===== config.mk =====
export PLATFORM = sky130hd
export DESIGN_NAME = pin_state_by_power_mode
export DESIGN_NICKNAME = d
export VERILOG_FILES = /design/src/pin_state_pkg.sv /design/src/pin_cell.sv /design/src/pin_state_by_power_mode.sv
export VERILOG_INCLUDE_DIRS = /design/src /design/src/src
export SDC_FILE = /design/constraint.sdc
export NUM_CORES = 1
export LEC_CHECK = 0
export BUFFER_PORTS_ARGS = -buffer_cell sky130_fd_sc_hd__buf_4
export CAP_MARGIN = 5
export CORE_MARGIN = 2
export CORE_UTILIZATION = 25
export DETAILED_ROUTE_END_ITERATION = 8
export PLACE_DENSITY_LB_ADDON = 0.08
export SLEW_MARGIN = 10
export SYNTH_ARGS = -nofsm -noshare
export SYNTH_HDL_FRONTEND = slang
export SYNTH_SLANG_ARGS = --single-unit

===== constraint.sdc =====
create_clock -name pclk -period 7.15 [get_ports pclk]
set_input_delay 1.43 -clock pclk [delete_from_list [all_inputs] [get_ports pclk]]
set_output_delay 1.43 -clock pclk [all_outputs]
set_load 0.05 [all_outputs]

===== src/pin_state_defs.svh =====
// Constants for the pin state controller
`ifndef PIN_STATE_DEFS_SVH
`define PIN_STATE_DEFS_SVH
`define OFS_CTRL 12'h000
`define OFS_P6_DIR 12'h004
`define OFS_P6_OUT 12'h008
`define OFS_P8_DIR 12'h00C
`define OFS_P8_OUT 12'h010
`define OFS_PA_DIR 12'h014
`define OFS_PA_OUT 12'h018
`define OFS_PA_TOE 12'h01C
`define OFS_STATUS 12'h020
`define OFS_PIN_IN 12'h024
`define CTRL_BUS_RELEASE_ENABLE_BIT_BIT 0
`define CTRL_SSBY_BIT 1
`define P6_REQ_BIT 1
`define P6_GNT_BIT 2
`define P8_IN_BIT 1
`define PA_HIGH_LSB 4
`define PA_HIGH_WIDTH 4
`define MODE_WIDE_A 3'h3
`define MODE_WIDE_B 3'h4
`define RESET_BYTE 8'h00
`endif


===== src/pin_state_pkg.sv =====
// Types shared by the pin state controller
package pin_state_pkg;
  typedef enum logic [2:0] {
    PWR_RUN = 3'b000,
    PWR_SLEEP = 3'b001,
    PWR_SW_STBY = 3'b010,
    PWR_HW_STBY = 3'b011,
    PWR_BUS_REL = 3'b100
  } power_state_type;
endpackage


===== src/pin_cell.sv =====
// One port pin cell: drive, float or hold
`timescale 1ns/1ps
`default_nettype none
module pin_cell (
  input wire logic pclk,
  input wire logic presetn,
  input wire logic hold,
  input wire logic force_float,
  input wire logic func_en,
  input wire logic func_out,
  input wire logic func_oe,
  input wire logic port_dir,
  input wire logic port_out,
  output logic pin_o,
  output logic pin_oe
);
  logic lvl_q, lvl_d, oe_q, oe_d;

  // Live selection, or frozen copy while held
  always_comb begin
    lvl_d = lvl_q;
    oe_d = oe_q;
    if (force_float) begin
      oe_d = 1'b0;
    end else if (!hold) begin
      lvl_d = func_en ? func_out : port_out;
      oe_d = func_en ? func_oe : port_dir;
    end
  end

  always_ff @(posedge pclk or negedge presetn) begin
    if (!presetn) begin
      lvl_q <= 1'b0;
      oe_q <= 1'b0;
    end else begin
      lvl_q <= lvl_d;
      oe_q <= oe_d;
    end
  end

  assign pin_o = lvl_q;
  assign pin_oe = oe_q;
endmodule
`default_nettype wire


===== src/pin_state_by_power_mode.sv =====
// Pin state controller across power states
// How it works
// - Held pins: inputs float, outputs keep level
// - Standby request pin: keep, or float if enabled
// - Standby grant pin: keep, or high if enabled
// - Running request pin: port, or bus request input
// - Running grant pin: port, or grant output
// - Modes 3,4 standby: upper A follows direction
// - Modes 3,4 release: upper A uses timer enables
//
// The implementer's own choices: the APB slave port and the register offsets.
`timescale 1ns/1ps
`default_nettype none
`include "pin_state_defs.svh"
module pin_state_by_power_mode
  import pin_state_pkg::*;
#(
  parameter int NPINS = 8
) (
  input wire logic pclk,
  input wire logic presetn,
  input wire logic psel,
  input wire logic penable,
  input wire logic pwrite,
  input wire logic [11:0] paddr,
  input wire logic [31:0] pwdata,
  output logic [31:0] prdata,
  output logic pready,
  output logic pslverr,
  input wire logic [2:0] op_mode,
  input wire logic hw_standby_n,
  input wire logic bus_released,
  input wire logic sleep_req,
  input wire logic wake_req,
  input wire logic [3:0] timer_out,
  input wire logic [3:0] timer_oe,
  input wire logic [NPINS-1:0] port6_pin_i,
  output logic [NPINS-1:0] port6_pin_o,
  output logic [NPINS-1:0] port6_pin_oe,
  input wire logic [NPINS-1:0] port8_pin_i,
  output logic [NPINS-1:0] port8_pin_o,
  output logic [NPINS-1:0] port8_pin_oe,
  input wire logic [NPINS-1:0] porta_pin_i,
  output logic [NPINS-1:0] porta_pin_o,
  output logic [NPINS-1:0] porta_pin_oe,
  output logic bus_request_input,
  output logic [2:0] power_state
);
  logic [7:0] ctrl_q, ctrl_d, p6_dir_q, p6_dir_d, p6_out_q, p6_out_d;
  logic [7:0] p8_dir_q, p8_dir_d, p8_out_q, p8_out_d;
  logic [7:0] pa_dir_q, pa_dir_d, pa_out_q, pa_out_d, pa_toe_q, pa_toe_d;
  logic [2:0] mode_s1_q, mode_s2_q;
  logic [2:0] ctl_s1_q, ctl_s2_q;
  logic [NPINS-1:0] p6_s1_q, p6_s2_q, p8_s1_q, p8_s2_q, pa_s1_q, pa_s2_q;
  power_state_type st_q, st_d;
  logic bus_release_enable_bit, hw_sb, rel, sw_sb, wide_mode, held, wr_en;

  // Pin and strap synchronisers
  always_ff @(posedge pclk or negedge presetn) begin
    if (!presetn) begin
      mode_s1_q <= 3'h0;
      mode_s2_q <= 3'h0;
      ctl_s1_q <= 3'h0;
      ctl_s2_q <= 3'h0;
      p6_s1_q <= '0;
      p6_s2_q <= '0;
      p8_s1_q <= '0;
      p8_s2_q <= '0;
      pa_s1_q <= '0;
      pa_s2_q <= '0;
    end else begin
      mode_s1_q <= op_mode;
      mode_s2_q <= mode_s1_q;
      ctl_s1_q <= {~hw_standby_n, bus_released, wake_req};
      ctl_s2_q <= ctl_s1_q;
      p6_s1_q <= port6_pin_i;
      p6_s2_q <= p6_s1_q;
      p8_s1_q <= port8_pin_i;
      p8_s2_q <= p8_s1_q;
      pa_s1_q <= porta_pin_i;
      pa_s2_q <= pa_s1_q;
    end
  end

  assign bus_release_enable_bit = ctrl_q[`CTRL_BUS_RELEASE_ENABLE_BIT_BIT];
  assign hw_sb = ctl_s2_q[2];
  assign wide_mode = (mode_s2_q == `MODE_WIDE_A) || (mode_s2_q == `MODE_WIDE_B);
  assign wr_en = psel && penable && pwrite;

  // Power state sequencing
  always_comb begin
    st_d = st_q;
    if (hw_sb) begin
      st_d = PWR_HW_STBY;
    end else begin
      unique case (st_q)
        PWR_RUN: begin
          if (ctl_s2_q[1] && bus_release_enable_bit) st_d = PWR_BUS_REL;
          else if (sleep_req) st_d = ctrl_q[`CTRL_SSBY_BIT] ? PWR_SW_STBY : PWR_SLEEP;
        end
        PWR_SLEEP: begin
          if (ctl_s2_q[0]) st_d = PWR_RUN;
          else if (ctl_s2_q[1] && bus_release_enable_bit) st_d = PWR_BUS_REL;
        end
        PWR_SW_STBY: if (ctl_s2_q[0]) st_d = PWR_RUN;
        PWR_HW_STBY: st_d = PWR_RUN;
        PWR_BUS_REL: if (!ctl_s2_q[1]) st_d = PWR_RUN;
        default: st_d = PWR_RUN;
      endcase
    end
  end

  assign sw_sb = (st_q == PWR_SW_STBY);
  assign rel = (st_q == PWR_BUS_REL);
  assign held = sw_sb || rel;

  // Register writes
  always_comb begin
    ctrl_d = ctrl_q;
    p6_dir_d = p6_dir_q;
    p6_out_d = p6_out_q;
    p8_dir_d = p8_dir_q;
    p8_out_d = p8_out_q;
    pa_dir_d = pa_dir_q;
    pa_out_d = pa_out_q;
    pa_toe_d = pa_toe_q;
    if (wr_en) begin
      unique case (paddr)
        `OFS_CTRL: ctrl_d = pwdata[7:0];
        `OFS_P6_DIR: p6_dir_d = pwdata[7:0];
        `OFS_P6_OUT: p6_out_d = pwdata[7:0];
        `OFS_P8_DIR: p8_dir_d = pwdata[7:0] & ~(8'h01 << `P8_IN_BIT);
        `OFS_P8_OUT: p8_out_d = pwdata[7:0];
        `OFS_PA_DIR: pa_dir_d = pwdata[7:0];
        `OFS_PA_OUT: pa_out_d = pwdata[7:0];
        `OFS_PA_TOE: pa_toe_d = pwdata[7:0];
        default: ;
      endcase
    end
  end

  always_ff @(posedge pclk or negedge presetn) begin
    if (!presetn) begin
      st_q <= PWR_RUN;
      ctrl_q <= `RESET_BYTE;
      p6_dir_q <= `RESET_BYTE;
      p6_out_q <= `RESET_BYTE;
      p8_dir_q <= `RESET_BYTE;
      p8_out_q <= `RESET_BYTE;
      pa_dir_q <= `RESET_BYTE;
      pa_out_q <= `RESET_BYTE;
      pa_toe_q <= `RESET_BYTE;
    end else begin
      st_q <= st_d;
      ctrl_q <= ctrl_d;
      p6_dir_q <= p6_dir_d;
      p6_out_q <= p6_out_d;
      p8_dir_q <= p8_dir_d;
      p8_out_q <= p8_out_d;
      pa_dir_q <= pa_dir_d;
      pa_out_q <= pa_out_d;
      pa_toe_q <= pa_toe_d;
    end
  end

  // Read mux, zero-wait, unmapped reads zero
  always_comb begin
    prdata = 32'h0000_0000;
    pslverr = 1'b0;
    unique case (paddr)
      `OFS_CTRL: prdata = {24'h0, ctrl_q};
      `OFS_P6_DIR: prdata = {24'h0, p6_dir_q};
      `OFS_P6_OUT: prdata = {24'h0, p6_out_q};
      `OFS_P8_DIR: prdata = {24'h0, p8_dir_q};
      `OFS_P8_OUT: prdata = {24'h0, p8_out_q};
      `OFS_PA_DIR: prdata = {24'h0, pa_dir_q};
      `OFS_PA_OUT: prdata = {24'h0, pa_out_q};
      `OFS_PA_TOE: prdata = {24'h0, pa_toe_q};
      `OFS_STATUS: prdata = {27'h0, wide_mode, hw_sb, st_q};
      `OFS_PIN_IN: prdata = {8'h0, pa_s2_q, p8_s2_q, p6_s2_q};
      default: pslverr = psel && penable;
    endcase
  end
  assign pready = 1'b1;

  // Bus request pin is an input only when release enabled, and only once its driver is off
  assign bus_request_input = bus_release_enable_bit && !held && !hw_sb && !port6_pin_oe[`P6_REQ_BIT] &&
    p6_s2_q[`P6_REQ_BIT];
  assign power_state = st_q;

  genvar i;
  generate
    for (i = 0; i < NPINS; i++) begin : g_pins
      logic p6_fen, p6_fo, p6_foe, p6_ff, p6_hold;
      logic pa_fen, pa_fo, pa_foe, pa_hold;
      // Port 6: request and grant pins
      always_comb begin
        p6_fen = 1'b0;
        p6_fo = 1'b0;
        p6_foe = 1'b0;
        p6_hold = held;
        p6_ff = hw_sb;
        if (i == `P6_REQ_BIT && bus_release_enable_bit) begin
          p6_fen = 1'b1;
          p6_ff = hw_sb || sw_sb || rel;
        end
        if (i == `P6_GNT_BIT && bus_release_enable_bit) begin
          p6_fen = 1'b1;
          p6_fo = !rel && !sw_sb ? 1'b1 : !sw_sb ? 1'b0 : 1'b1;
          p6_foe = 1'b1;
          p6_hold = 1'b0;
        end
      end
      pin_cell u_p6 (.pclk(pclk), .presetn(presetn), .hold(p6_hold), .force_float(p6_ff),
        .func_en(p6_fen), .func_out(p6_fo), .func_oe(p6_foe), .port_dir(p6_dir_q[i]),
        .port_out(p6_out_q[i]), .pin_o(port6_pin_o[i]), .pin_oe(port6_pin_oe[i]));
      // Port 8: bit 1 floats in standby
      pin_cell u_p8 (.pclk(pclk), .presetn(presetn), .hold(held),
        .force_float(hw_sb || (i == `P8_IN_BIT && sw_sb)),
        .func_en(1'b0), .func_out(1'b0), .func_oe(1'b0), .port_dir(p8_dir_q[i]),
        .port_out(p8_out_q[i]), .pin_o(port8_pin_o[i]), .pin_oe(port8_pin_oe[i]));
      // Port A: upper pins follow mode
      always_comb begin
        pa_fen = 1'b0;
        pa_fo = 1'b0;
        pa_foe = 1'b0;
        pa_hold = held;
        if (i >= `PA_HIGH_LSB && i < `PA_HIGH_LSB + `PA_HIGH_WIDTH && wide_mode) begin
          pa_hold = 1'b0;
          // Timer owns the pin only where both enables are set, else the port
          if (rel && pa_toe_q[i] && timer_oe[2'(i - `PA_HIGH_LSB)]) begin
            pa_fen = 1'b1;
            pa_fo = timer_out[2'(i - `PA_HIGH_LSB)];
            pa_foe = 1'b1;
          end
        end
      end
      pin_cell u_pa (.pclk(pclk), .presetn(presetn), .hold(pa_hold), .force_float(hw_sb),
        .func_en(pa_fen), .func_out(pa_fo), .func_oe(pa_foe), .port_dir(pa_dir_q[i]),
        .port_out(pa_out_q[i]), .pin_o(porta_pin_o[i]), .pin_oe(porta_pin_oe[i]));
    end
  endgenerate
endmodule
`default_nettype wire


Yosys cells after proc, flatten, opt, wreduce, memory -nomap -nowiden
Cells that the tools add are included.
{"block": "word_totals", "register_bits": 174, "latch_bits": 0, "mem_bits_rw": 0, "rom_bits": 0, "out_inout_bits": 86, "word_cells": 217, "memories": 0}
{"block": "op_classes", "addsub": 0, "mul": 0, "div_mod_pow": 0, "magnitude_cmp": 0, "eq_ne": 23, "shift": 0, "mux": 82, "bitwise": 7, "reduce_logical": 38}
{"cell": "24-bit case mux with 10 select lines", "n": 1}
{"cell": "1-bit two-way mux", "n": 72}
{"cell": "12-bit by 5-bit == test with 1-bit output, second input constant", "n": 4}
{"cell": "2-bit AND reduction", "n": 13}
{"cell": "12-bit by 4-bit == test with 1-bit output, second input constant", "n": 2}
{"cell": "12-bit by 6-bit == test with 1-bit output, second input constant", "n": 2}
{"cell": "3-bit two-way mux", "n": 7}
{"cell": "12-bit by 3-bit == test with 1-bit output, second input constant", "n": 1}
{"cell": "1-bit logical AND", "n": 12}
{"cell": "12-bit logical NOT", "n": 1}
{"cell": "3-bit case mux with 4 select lines", "n": 1}
{"cell": "10-bit OR reduction", "n": 1}
{"cell": "2-bit inequality test, second input constant", "n": 4}
{"cell": "4-bit inequality test, second input constant", "n": 2}
{"cell": "1-bit inverter", "n": 7}
{"cell": "3-bit by 2-bit == test with 1-bit output, second input constant", "n": 2}
{"cell": "3-bit == test, second input constant", "n": 2}
{"cell": "3-bit inequality test, second input constant", "n": 2}
{"cell": "1-bit logical NOT", "n": 5}
{"cell": "1-bit logical OR", "n": 4}
{"cell": "4-bit AND reduction", "n": 1}
{"cell": "3-bit by 1-bit == test with 1-bit output, second input constant", "n": 1}
{"cell": "3-bit logical NOT", "n": 1}
{"cell": "2-bit two-way mux", "n": 1}
{"cell": "2-bit by 1-bit inequality test with 1-bit output, second input constant", "n": 1}

Depth between registers and ports, before layout
Gate-level depths: netlist (run 1).
{"block": "depth", "depth_word": 8, "mapped_depth": 7, "mapped_depth_nobuf": 4}

By module
Synthesis (run 1) repeated with hierarchy kept, for this count alone.
{"block": "unflattened", "hier_cells": 609, "area_unflattened_um2": 7822.5}
{"module": "pin_state_by_power_mode", "instances": 1, "cells_per_inst": 393, "area_per_inst_um2": 5300.1, "seq_area_each_um2": 3153.0}
{"module": "pin_cell", "instances": 24, "cells_per_inst": 9, "area_per_inst_um2": 105.1, "seq_area_each_um2": 50.0}

Worst setup path after synthesis (run 1)
No wires, ideal clock.
{"block": "synth_path", "path_type": "input-to-output", "startpoint": "input paddr[3]", "endpoint": "output prdata[0]", "t_arrival_ns": 3.468, "required_time_ns": 5.720, "setup_slack_ns": 2.252, "path_stages": 5, "cell_sequence": "buf_2 -> or4_1 -> buf_2 -> or2_2 -> a41oi_1"}
{"block": "synth_between", "elab_chain_len": 2, "word_cells_on_any_way": 11, "classes_between": "9 x eq/ne; 1 x mux; 1 x reduce/logical"}
{"element": "start: declaration", "line": "pin_state_by_power_mode.sv:25", "text": "input wire logic [11:0] paddr,"}
{"element": "12-bit by 6-bit == test with 1-bit output, or another cell as far along", "line": "pin_state_by_power_mode.sv:170", "text": "unique case (paddr)"}
{"element": "24-bit case mux with 10 select lines *", "line": "pin_state_by_power_mode.sv:170"}
{"element": "end: declaration", "line": "pin_state_by_power_mode.sv:27", "text": "output logic [31:0] prdata,"}
Mark *: on every way between the ends. The rest lies on a longest branch, timed or not.

Worst setup path in the final report (run 1)
{"block": "layout_path", "startpoint": "input paddr[2]", "endpoint": "output prdata[3]"}
Same word-level chain as after synthesis.

==> flow_summary.toml, run 1 <==
[timing]
finalCriticalPeriod_ns = 5.27
rsz0062_at_grt = "no"
setup_violations = 0
fin_hold_ws_ns = 0.349
worst_slack_ns = 1.88
slew_headroom = 0.346
fin_crit_sh = 0.737
setup_tns_ns = 0
fmax_mhz = 190
clock_skew_ns = 0.00877
drv_slew = 0
finalHoldViolCount = 0
worst_pin_slew_ns = 0.982

[yosys]
yosys-top-cells-count = "dfrtp_1, mux2_2, buf_4"
synth_edf_count = 0
synthArstFlopShare = 1.00
ys_ff_latch = 173
yosysMostFrequentCell = "dfrtp_1"
synth.distinct_cells = 65
yosysTopAreaCellShare = 0.574
synth.avg_cell_area_um2 = 12.6
mappedNetlistArea_um2 = 7540
yosys_warnings = 0
synth_top_cell_by_area = "dfrtp_1"
ys_seq_area_frac = 0.574
synth_ff_type = "dfrtp_1"
syn_inst = 600
synth.area.top_cells = "dfrtp_1, mux2_2, buf_4"

[cells_and_area]
fill_cells = 3046
syn_to_final_growth_pct = 21.1
fin_area_um2 = 9130
num_antenna_cells = 0
drive_above_1_share = 0.425
fin_nets = 767

[routing]
dr.pass1.iters = 5
drtAntennaViolNets = 0
drc = 0
drt_iter0_markers = 207
wl_mm = 21.1
viasPerCell = 4.36
via_count = 4714
wl_per_cell_um = 19.5

[floorplan]
die_h_um = 178
num_rows = 63
pin_count = 174
die_area_um2 = 31500
coreArea_um2 = 29600
fp.dieW_um = 178
initial_core_util = 0.254

[power_and_ir_drop]
power_frac_comb = 0.066
switchingPower_uw = 554
vdd.ir_drop.worst_mv = 0.116
p_int_mw = 1.54
p_clk_frac = 0.454
p_total_mw = 2.09
p_leak_nw = 4.25
seq_power_share = 0.480
swShare = 0.264
pwr_density_cell_nw_per_um2 = 229

[setup_path]
critPathMaxFanout = 24
path_cells = "buf_4 > or4b_1 > nor4_4 > nand2_1 > o211ai_1 > buf_4"
worstPathRequired_ns = 5.72
startpoint_type = "primary input"
endpoint_kind = "output pin"
crit_arrival_ns = 3.84
slowest_delay_ns = 0.85
cp_slowest_cell = "nor4_4"
critical_path_class = "primary input to output pin"
critPathMostFrequentCell = "buf_4"

[clock_network]
insertion_delay_ns = 0.43
clk_pin_slew_worst_paths_ns = 0.08
htreeDepth = 4
cts_tree = "done"
cts-buffers-inserted = 17
clockRootBuffer = "clkbuf_16"
cts_sinks = 173
cts_buffer_depth = 2
cts_resized = 0
postCtsSetupBuffers = 0
postCtsHoldBufs = 0

[global_route]
grt_max_degree = 96
grtUsageMet3 = 0.0437
gr-max-usage-layer = "met2"
grt_util_met1 = 0.179
grt_use_met2 = 0.223
grt.total_usage = 0.139
first_global_vias = 5149
grt_pass1_wl_mm = 32.1
antenna_found_initial = 2
overflow = 0

[placement]
place.gp.congestion = 0.813
hpwl_mm = 15.0
dp_slack_ns = 1.79
numPortBuffers = 135
placed_area_um2 = 8530

[min_path]
min_path_type = "flip-flop to flip-flop"

[run_status]
status = "completed"

[job]
maxCapViolations = 0
==> power groups by stage <==
stage | Sequential (mW) | Combinational [mW] | Clock [mW]
after global routing | 1.01 | 0.151 | 1.02
after global placement | 1.02 | 0.139 | 0
after CTS | 1.01 | 0.141 | 0.982
after floorplan | 1.02 | 0.0691 | 0
after detailed placement | 1.03 | 0.141 | 0
final | 1.01 | 0.138 | 0.951
==> final timing paths <==
check	from	to	slack [ns]	depth (start not counted)
setup / recovery	paddr[2]	prdata[3]	1.88	6
hold / removal	ctl_s1_q[2]$_DFF_PN0_	ctl_s2_q[2]$_DFF_PN0_	0.35	0
setup reg to reg	power_state[2]$_DFFE_PN0P_	g_pins[5].u_pa.pin_o$_DFFE_PN0P_	4.86	4
hold reg to reg	ctl_s1_q[2]$_DFF_PN0_	ctl_s2_q[2]$_DFF_PN0_	0.35	0
max in group asynchronous	presetn	pa_s2_q[1]$_DFF_PN0_	4.54	2
min in group asynchronous	presetn	g_pins[0].u_pa.pin_oe$_DFFE_PN0P_	1.09	1
==> kinds of logic after synthesis <==
family	share of synthesized area
flops	0.574
simple gates	0.113
mux	0.167
buf+inv	0.0792
compound gates	0.0638
other cells	0.000997
xor+xnor	0.00116
==> layer usage <==
metal  vias up  wire length [um]
li1       2190                 -
met5         -                14
met3        17              1390
met2       140              9980
met1      2365              9510
met4         2               242
==> metrics by stage <==
stage	instances	util
2_1_floorplan	608	-
5_1_grt	1082	0.308
3_3_place_gp	1050	0.288
4_1_cts	1082	0.308
6_report	1082	0.308
3_5_place_dp	1050	0.288
==> layout make-up <==
cell class / count / area (um^2) / area share
multi-input combinational: 340 / 2640 / 0.289
sequential: 173 / 4330 / 0.474
tap: 390 / 488 / 0.0535
inverter: 9 / 33.8 / 0.00370
clock buffer: 17 / 425 / 0.0466
timing repair buffer: 138 / 1040 / 0.114
clock inverter: 15 / 173 / 0.0189
==> worst max-delay path, delay by kind of cell <==
kind            cells  cell delay [ns]
compound gates      1             0.17
buf+inv             2             0.56
simple gates        3             1.67
==> cells in the final DEF, fill, tap and decap left out, types with 10 or more instances in the layout <==
cell type  synthesis  routed
dfrtp_1          173     173
mux2i_1           20      20
a21oi_1           22      22
nor2_1            15      15
and2_2            13      13
conb_1             2      10
clkbuf_16          0      17
mux2_2            89      89
buf_4             58     137
nand2_1           52      52
No activity file was read; power rests on OpenSTA's default activity.
==> run 2, diff against run 1 <==
- clock period: 7.15 -> 5.2 ns (I/O delays scaled with it)
==> run 2 against run 1 <==
Against the previous run: register-to-register slack lost 1.9 ns; sequential power up 37%; die area unchanged; critical path type unchanged.
==> flow_summary.toml, run 2 (same netlist as run 1, synthesis figures left out) <==
[timing]
slew_headroom = 0.493
setup_violations = 0
finalCriticalPeriod_ns = 4.14
fin_crit_sh = 0.797
setup_tns_ns = 0
clock_skew_ns = 0.0128
worst_pin_slew_ns = 0.761
fmax_mhz = 241
rsz0062_at_grt = "no"
finalHoldViolCount = 0
drv_slew = 0

[cells_and_area]
fill_cells = 3057
multi_input_area_um2 = 2640
instances_no_fill = 1084
final_common_cell = "dfrtp_1"
syn_to_final_growth_pct = 21.5
final_cell_mix = "dfrtp_1, buf_4, mux2_2"
fin_nets = 769
num_antenna_cells = 0
ff_latch_area_um2 = 4330
drive_above_1_share = 0.427

[global_route]
grt_util_met1 = 0.191
first_global_vias = 5066
grtUsageMet3 = 0.0418
gr-max-usage-layer = "met2"
grt_pass1_wl_mm = 32.4
grt.total_usage = 0.140
antenna_found_initial = 1
overflow = 0
grt_max_degree = 95
grt_use_met2 = 0.219

[clock_network]
cts_tree = "done"
cts_sinks = 173
insertion_delay_ns = 0.44
cts-buffers-inserted = 17
postCtsHoldBufs = 0
cts_buffer_depth = 2
htreeDepth = 4
clockRootBuffer = "clkbuf_16"
postCtsSetupBuffers = 0
clk_pin_slew_worst_paths_ns = 0.08
cts_resized = 0

[routing]
via_count = 4739
drtAntennaViolNets = 0
wl_mm = 21.2
viasPerCell = 4.37
drc = 0
wl_per_cell_um = 19.6
dr.pass1.iters = 4
drt_iter0_markers = 327

[floorplan]
num_rows = 63
die_h_um = 178
die_area_um2 = 31500
fp.dieW_um = 178
initial_core_util = 0.254
coreArea_um2 = 29600
pin_count = 174

[power_and_ir_drop]
pwr_density_cell_nw_per_um2 = 314
p_leak_nw = 4.27
vdd.ir_drop.worst_mv = 0.155
p_total_mw = 2.88

[run_status]
status = "completed"

[setup_path]
critPathMaxFanout = 24
reg2reg_depth = 4
worstPathRequired_ns = 4.16
startpoint_type = "primary input"
endpoint_kind = "output pin"
crit_arrival_ns = 3.10
critical_path_class = "primary input to output pin"

[placement]
place.gp.congestion = 0.830
numPortBuffers = 135
place_inst = 1052
hpwl_mm = 15.2

[job]
maxCapViolations = 0

[min_path]
min_path_type = "flip-flop to flip-flop"
whs_path_depth = 0
## run 2: changes by cell type in the layout (fill, tap and decap cells not counted), sizes merged
| cell | before | now |
|---|---|---|
| buf | 138 | 140 |
| clkinv | 4 | 5 |
| clkinvlp | 2 | 1 |
## run 2: final timing paths
| check | startpoint | to | slack [ns] |
|---|---|---|---|
| max | paddr[2] | prdata[1] | 1.06 |
| min | p6_s1_q[6]$_DFF_PN0_ | p6_s2_q[6]$_DFF_PN0_ | 0.35 |
| max reg2reg | power_state[2]$_DFFE_PN0P_ | g_pins[5].u_pa.pin_o$_DFFE_PN0P_ | 2.95 |
| min reg2reg | p6_s1_q[6]$_DFF_PN0_ | p6_s2_q[6]$_DFF_PN0_ | 0.35 |
| max in group asynchronous | presetn | p8_s1_q[7]$_DFF_PN0_ | 3.56 |
| min in group asynchronous | presetn | p6_s1_q[7]$_DFF_PN0_ | 0.66 |
## run 2: power by group
group          switching, mW  internal [mW]
clock network          0.615          0.688
logic                  0.132         0.0605
registers             0.0116           1.37
total                  0.758           2.12
## run 2: cell type report
| cell class | instances | area share |
|---|---|---|
| Clock buffer | 17 | 0.0465 |
| Clock inverter | 15 | 0.0187 |
| Inverter | 9 | 0.00369 |
| Multi-Input combinational cell | 340 | 0.288 |
| Sequential cell | 173 | 0.473 |
| Tap cell | 390 | 0.0533 |
| Timing Repair Buffer | 140 | 0.117 |
## run 2: per-layer routing
metal | wire [um] | share of wire
met5 | 0 | 0
met4 | 183 | 0.0086
met3 | 1470 | 0.069
met2 | 9860 | 0.47
met1 | 9690 | 0.46
## run 2: metrics by stage
step | setup slack, ns | hold WS, ns | cell area [um^2] | util
floorplan | 1.08 | 0.331 | 7570 | -
global placement | 1.02 | 0.332 | 8560 | 0.289
detailed placement | 1.01 | 0.336 | 8560 | 0.289
CTS | 1.00 | 0.348 | 9160 | 0.309
global route | 0.988 | 0.359 | 9160 | 0.309
finish | 1.06 | 0.347 | 9160 | 0.309
## run 2: worst max-delay path: stages
cell and delay [ns]:
buf_4 0.22, or4_1 0.76, nor2_1 0.28, o2bb2a_1 0.25, a31oi_1 0.27, buf_4 0.26
==> run 3, diff against run 2 <==
- clock period: 5.2 -> 3.75 ns (I/O delays scaled with it)
==> run 3 against run 2 <==
Against the previous run: first-iteration DRC count fell by 20%; combinational power rose by 40%; count of clock-buffer cells in the layout stayed put; utilization up 0.19 points; sequential share of layout area shrank 0.29 points; routed wire length is 1.4% higher; global-route usage grew 0.23 points; hold slack got worse by 0.044 ns; cell area up 0.61%; critical path depth did not move; critical endpoint is now prdata[18]; clock power is 42% higher; critical path type unchanged.
==> flow_summary.toml, run 3 (same netlist as run 1, synthesis figures left out) <==
[global_route]
first_global_vias = 5255
antenna_found_initial = 2
overflow = 0
grt_use_met2 = 0.224
grt.total_usage = 0.142
grt_util_met1 = 0.190
grt_pass1_wl_mm = 32.8
gr-max-usage-layer = "met2"
grt_max_degree = 61
grtUsageMet3 = 0.0394

[placement]
placed_area_um2 = 8610
place.gp.congestion = 0.835
numPortBuffers = 135
hpwl_mm = 15.7
dp_slack_ns = 0.308

[cells_and_area]
fin_nets = 776
fin_area_um2 = 9210
final_common_cell = "dfrtp_1"
num_antenna_cells = 0
final_cell_mix = "dfrtp_1, buf_4, mux2_2"
syn_to_final_growth_pct = 22.2
drive_above_1_share = 0.432
fill_cells = 3067

[setup_path]
r2r-start = "power_state[2]$_DFFE_PN0P_"
critPathLaunch = "paddr[3]"
endpoint_kind = "output pin"
worstPathRequired_ns = 3.00
critical_path_class = "primary input to output pin"
crit_arrival_ns = 2.67
critPathMaxFanout = 21
startpoint_type = "primary input"
reg2reg_depth = 4

[clock_network]
cts-buffers-inserted = 17
clockRootBuffer = "clkbuf_16"
cts_buffer_depth = 2
postCtsSetupBuffers = 0
postCtsHoldBufs = 0
insertion_delay_ns = 0.43
cts_tree = "done"
cts_resized = 0
htreeDepth = 4
cts_sinks = 173
clk_pin_slew_worst_paths_ns = 0.07

[timing]
finalCriticalPeriod_ns = 3.42
setup_violations = 0
finalHoldViolCount = 0
fin_hold_ws_ns = 0.303
fin_crit_sh = 0.912
slew_headroom = 0.556
worst_pin_slew_ns = 0.664
clock_skew_ns = 0.00861
drv_slew = 0
rsz0062_at_grt = "no"
setup_tns_ns = 0
worst_slack_ns = 0.330
fmax_mhz = 292

[power_and_ir_drop]
vdd.ir_drop.worst_mv = 0.234
p_leak_nw = 4.30
p_total_mw = 4.02
pwr_density_cell_nw_per_um2 = 437

[floorplan]
initial_core_util = 0.254
fp.dieW_um = 178
die_h_um = 178
num_rows = 63
coreArea_um2 = 29600
die_area_um2 = 31500
pin_count = 174

[min_path]
min_path_type = "primary input to asynchronous set/reset pin"

[routing]
viasPerCell = 4.36
drtAntennaViolNets = 0
dr.pass1.iters = 4
via_count = 4758
drc = 0
drt_iter0_markers = 261
wl_mm = 21.5
wl_per_cell_um = 19.7

[job]
maxCapViolations = 0

[run_status]
status = "completed"
==> run 3: through the flow <==
step,instances,util
after CTS,1091,0.311
after floorplan,608,-
final,1091,0.311
after global placement,1059,0.291
after global routing,1091,0.311
after detailed placement,1059,0.291
==> run 3: cell type report <==
type,instances,area [um^2],share of cell area
sequential,173,4330,0.470
multi-input combinational,340,2640,0.287
timing repair buffer,147,1120,0.122
tap,390,488,0.0530
clock buffer,17,425,0.0462
clock inverter,15,175,0.0190
inverter,9,33.8,0.00367
==> run 3: path summary, 6_finish.rpt <==
path | slack (ns) | to
min in group pclk | 0.35 | pa_s2_q[3]$_DFF_PN0_
worst max register to register | 1.46 | g_pins[5].u_pa.pin_o$_DFFE_PN0P_
worst max-delay path | 0.33 | prdata[18]
worst min register to register | 0.35 | pa_s2_q[3]$_DFF_PN0_
worst min-delay path | 0.30 | g_pins[4].u_p6.pin_oe$_DFFE_PN0P_
max in group asynchronous | 2.61 | p8_s2_q[4]$_DFF_PN0_
==> run 3: worst max-delay path, cell delays in order <==
cell	delay, ns
buf_4	0.20
or4b_1	0.70
nor4_4	0.39
buf_4	0.26
and2_2	0.17
buf_4	0.19
==> run 3: layer usage <==
metal | wire (um) | part of all wire
met5 | 0 | 0
met4 | 258 | 0.012
met3 | 1290 | 0.060
met2 | 10100 | 0.47
met1 | 9850 | 0.46
==> run 3: where the power goes <==
part | internal, mW | total, mW | leakage [nW] | switching [mW]
sequential | 1.90 | 1.92 | 2.27 | 0.0181
combinational | 0.0871 | 0.269 | 1.74 | 0.182
clock | 1.01 | 1.84 | 0.291 | 0.828
total | 3.00 | 4.02 | 4.30 | 1.03
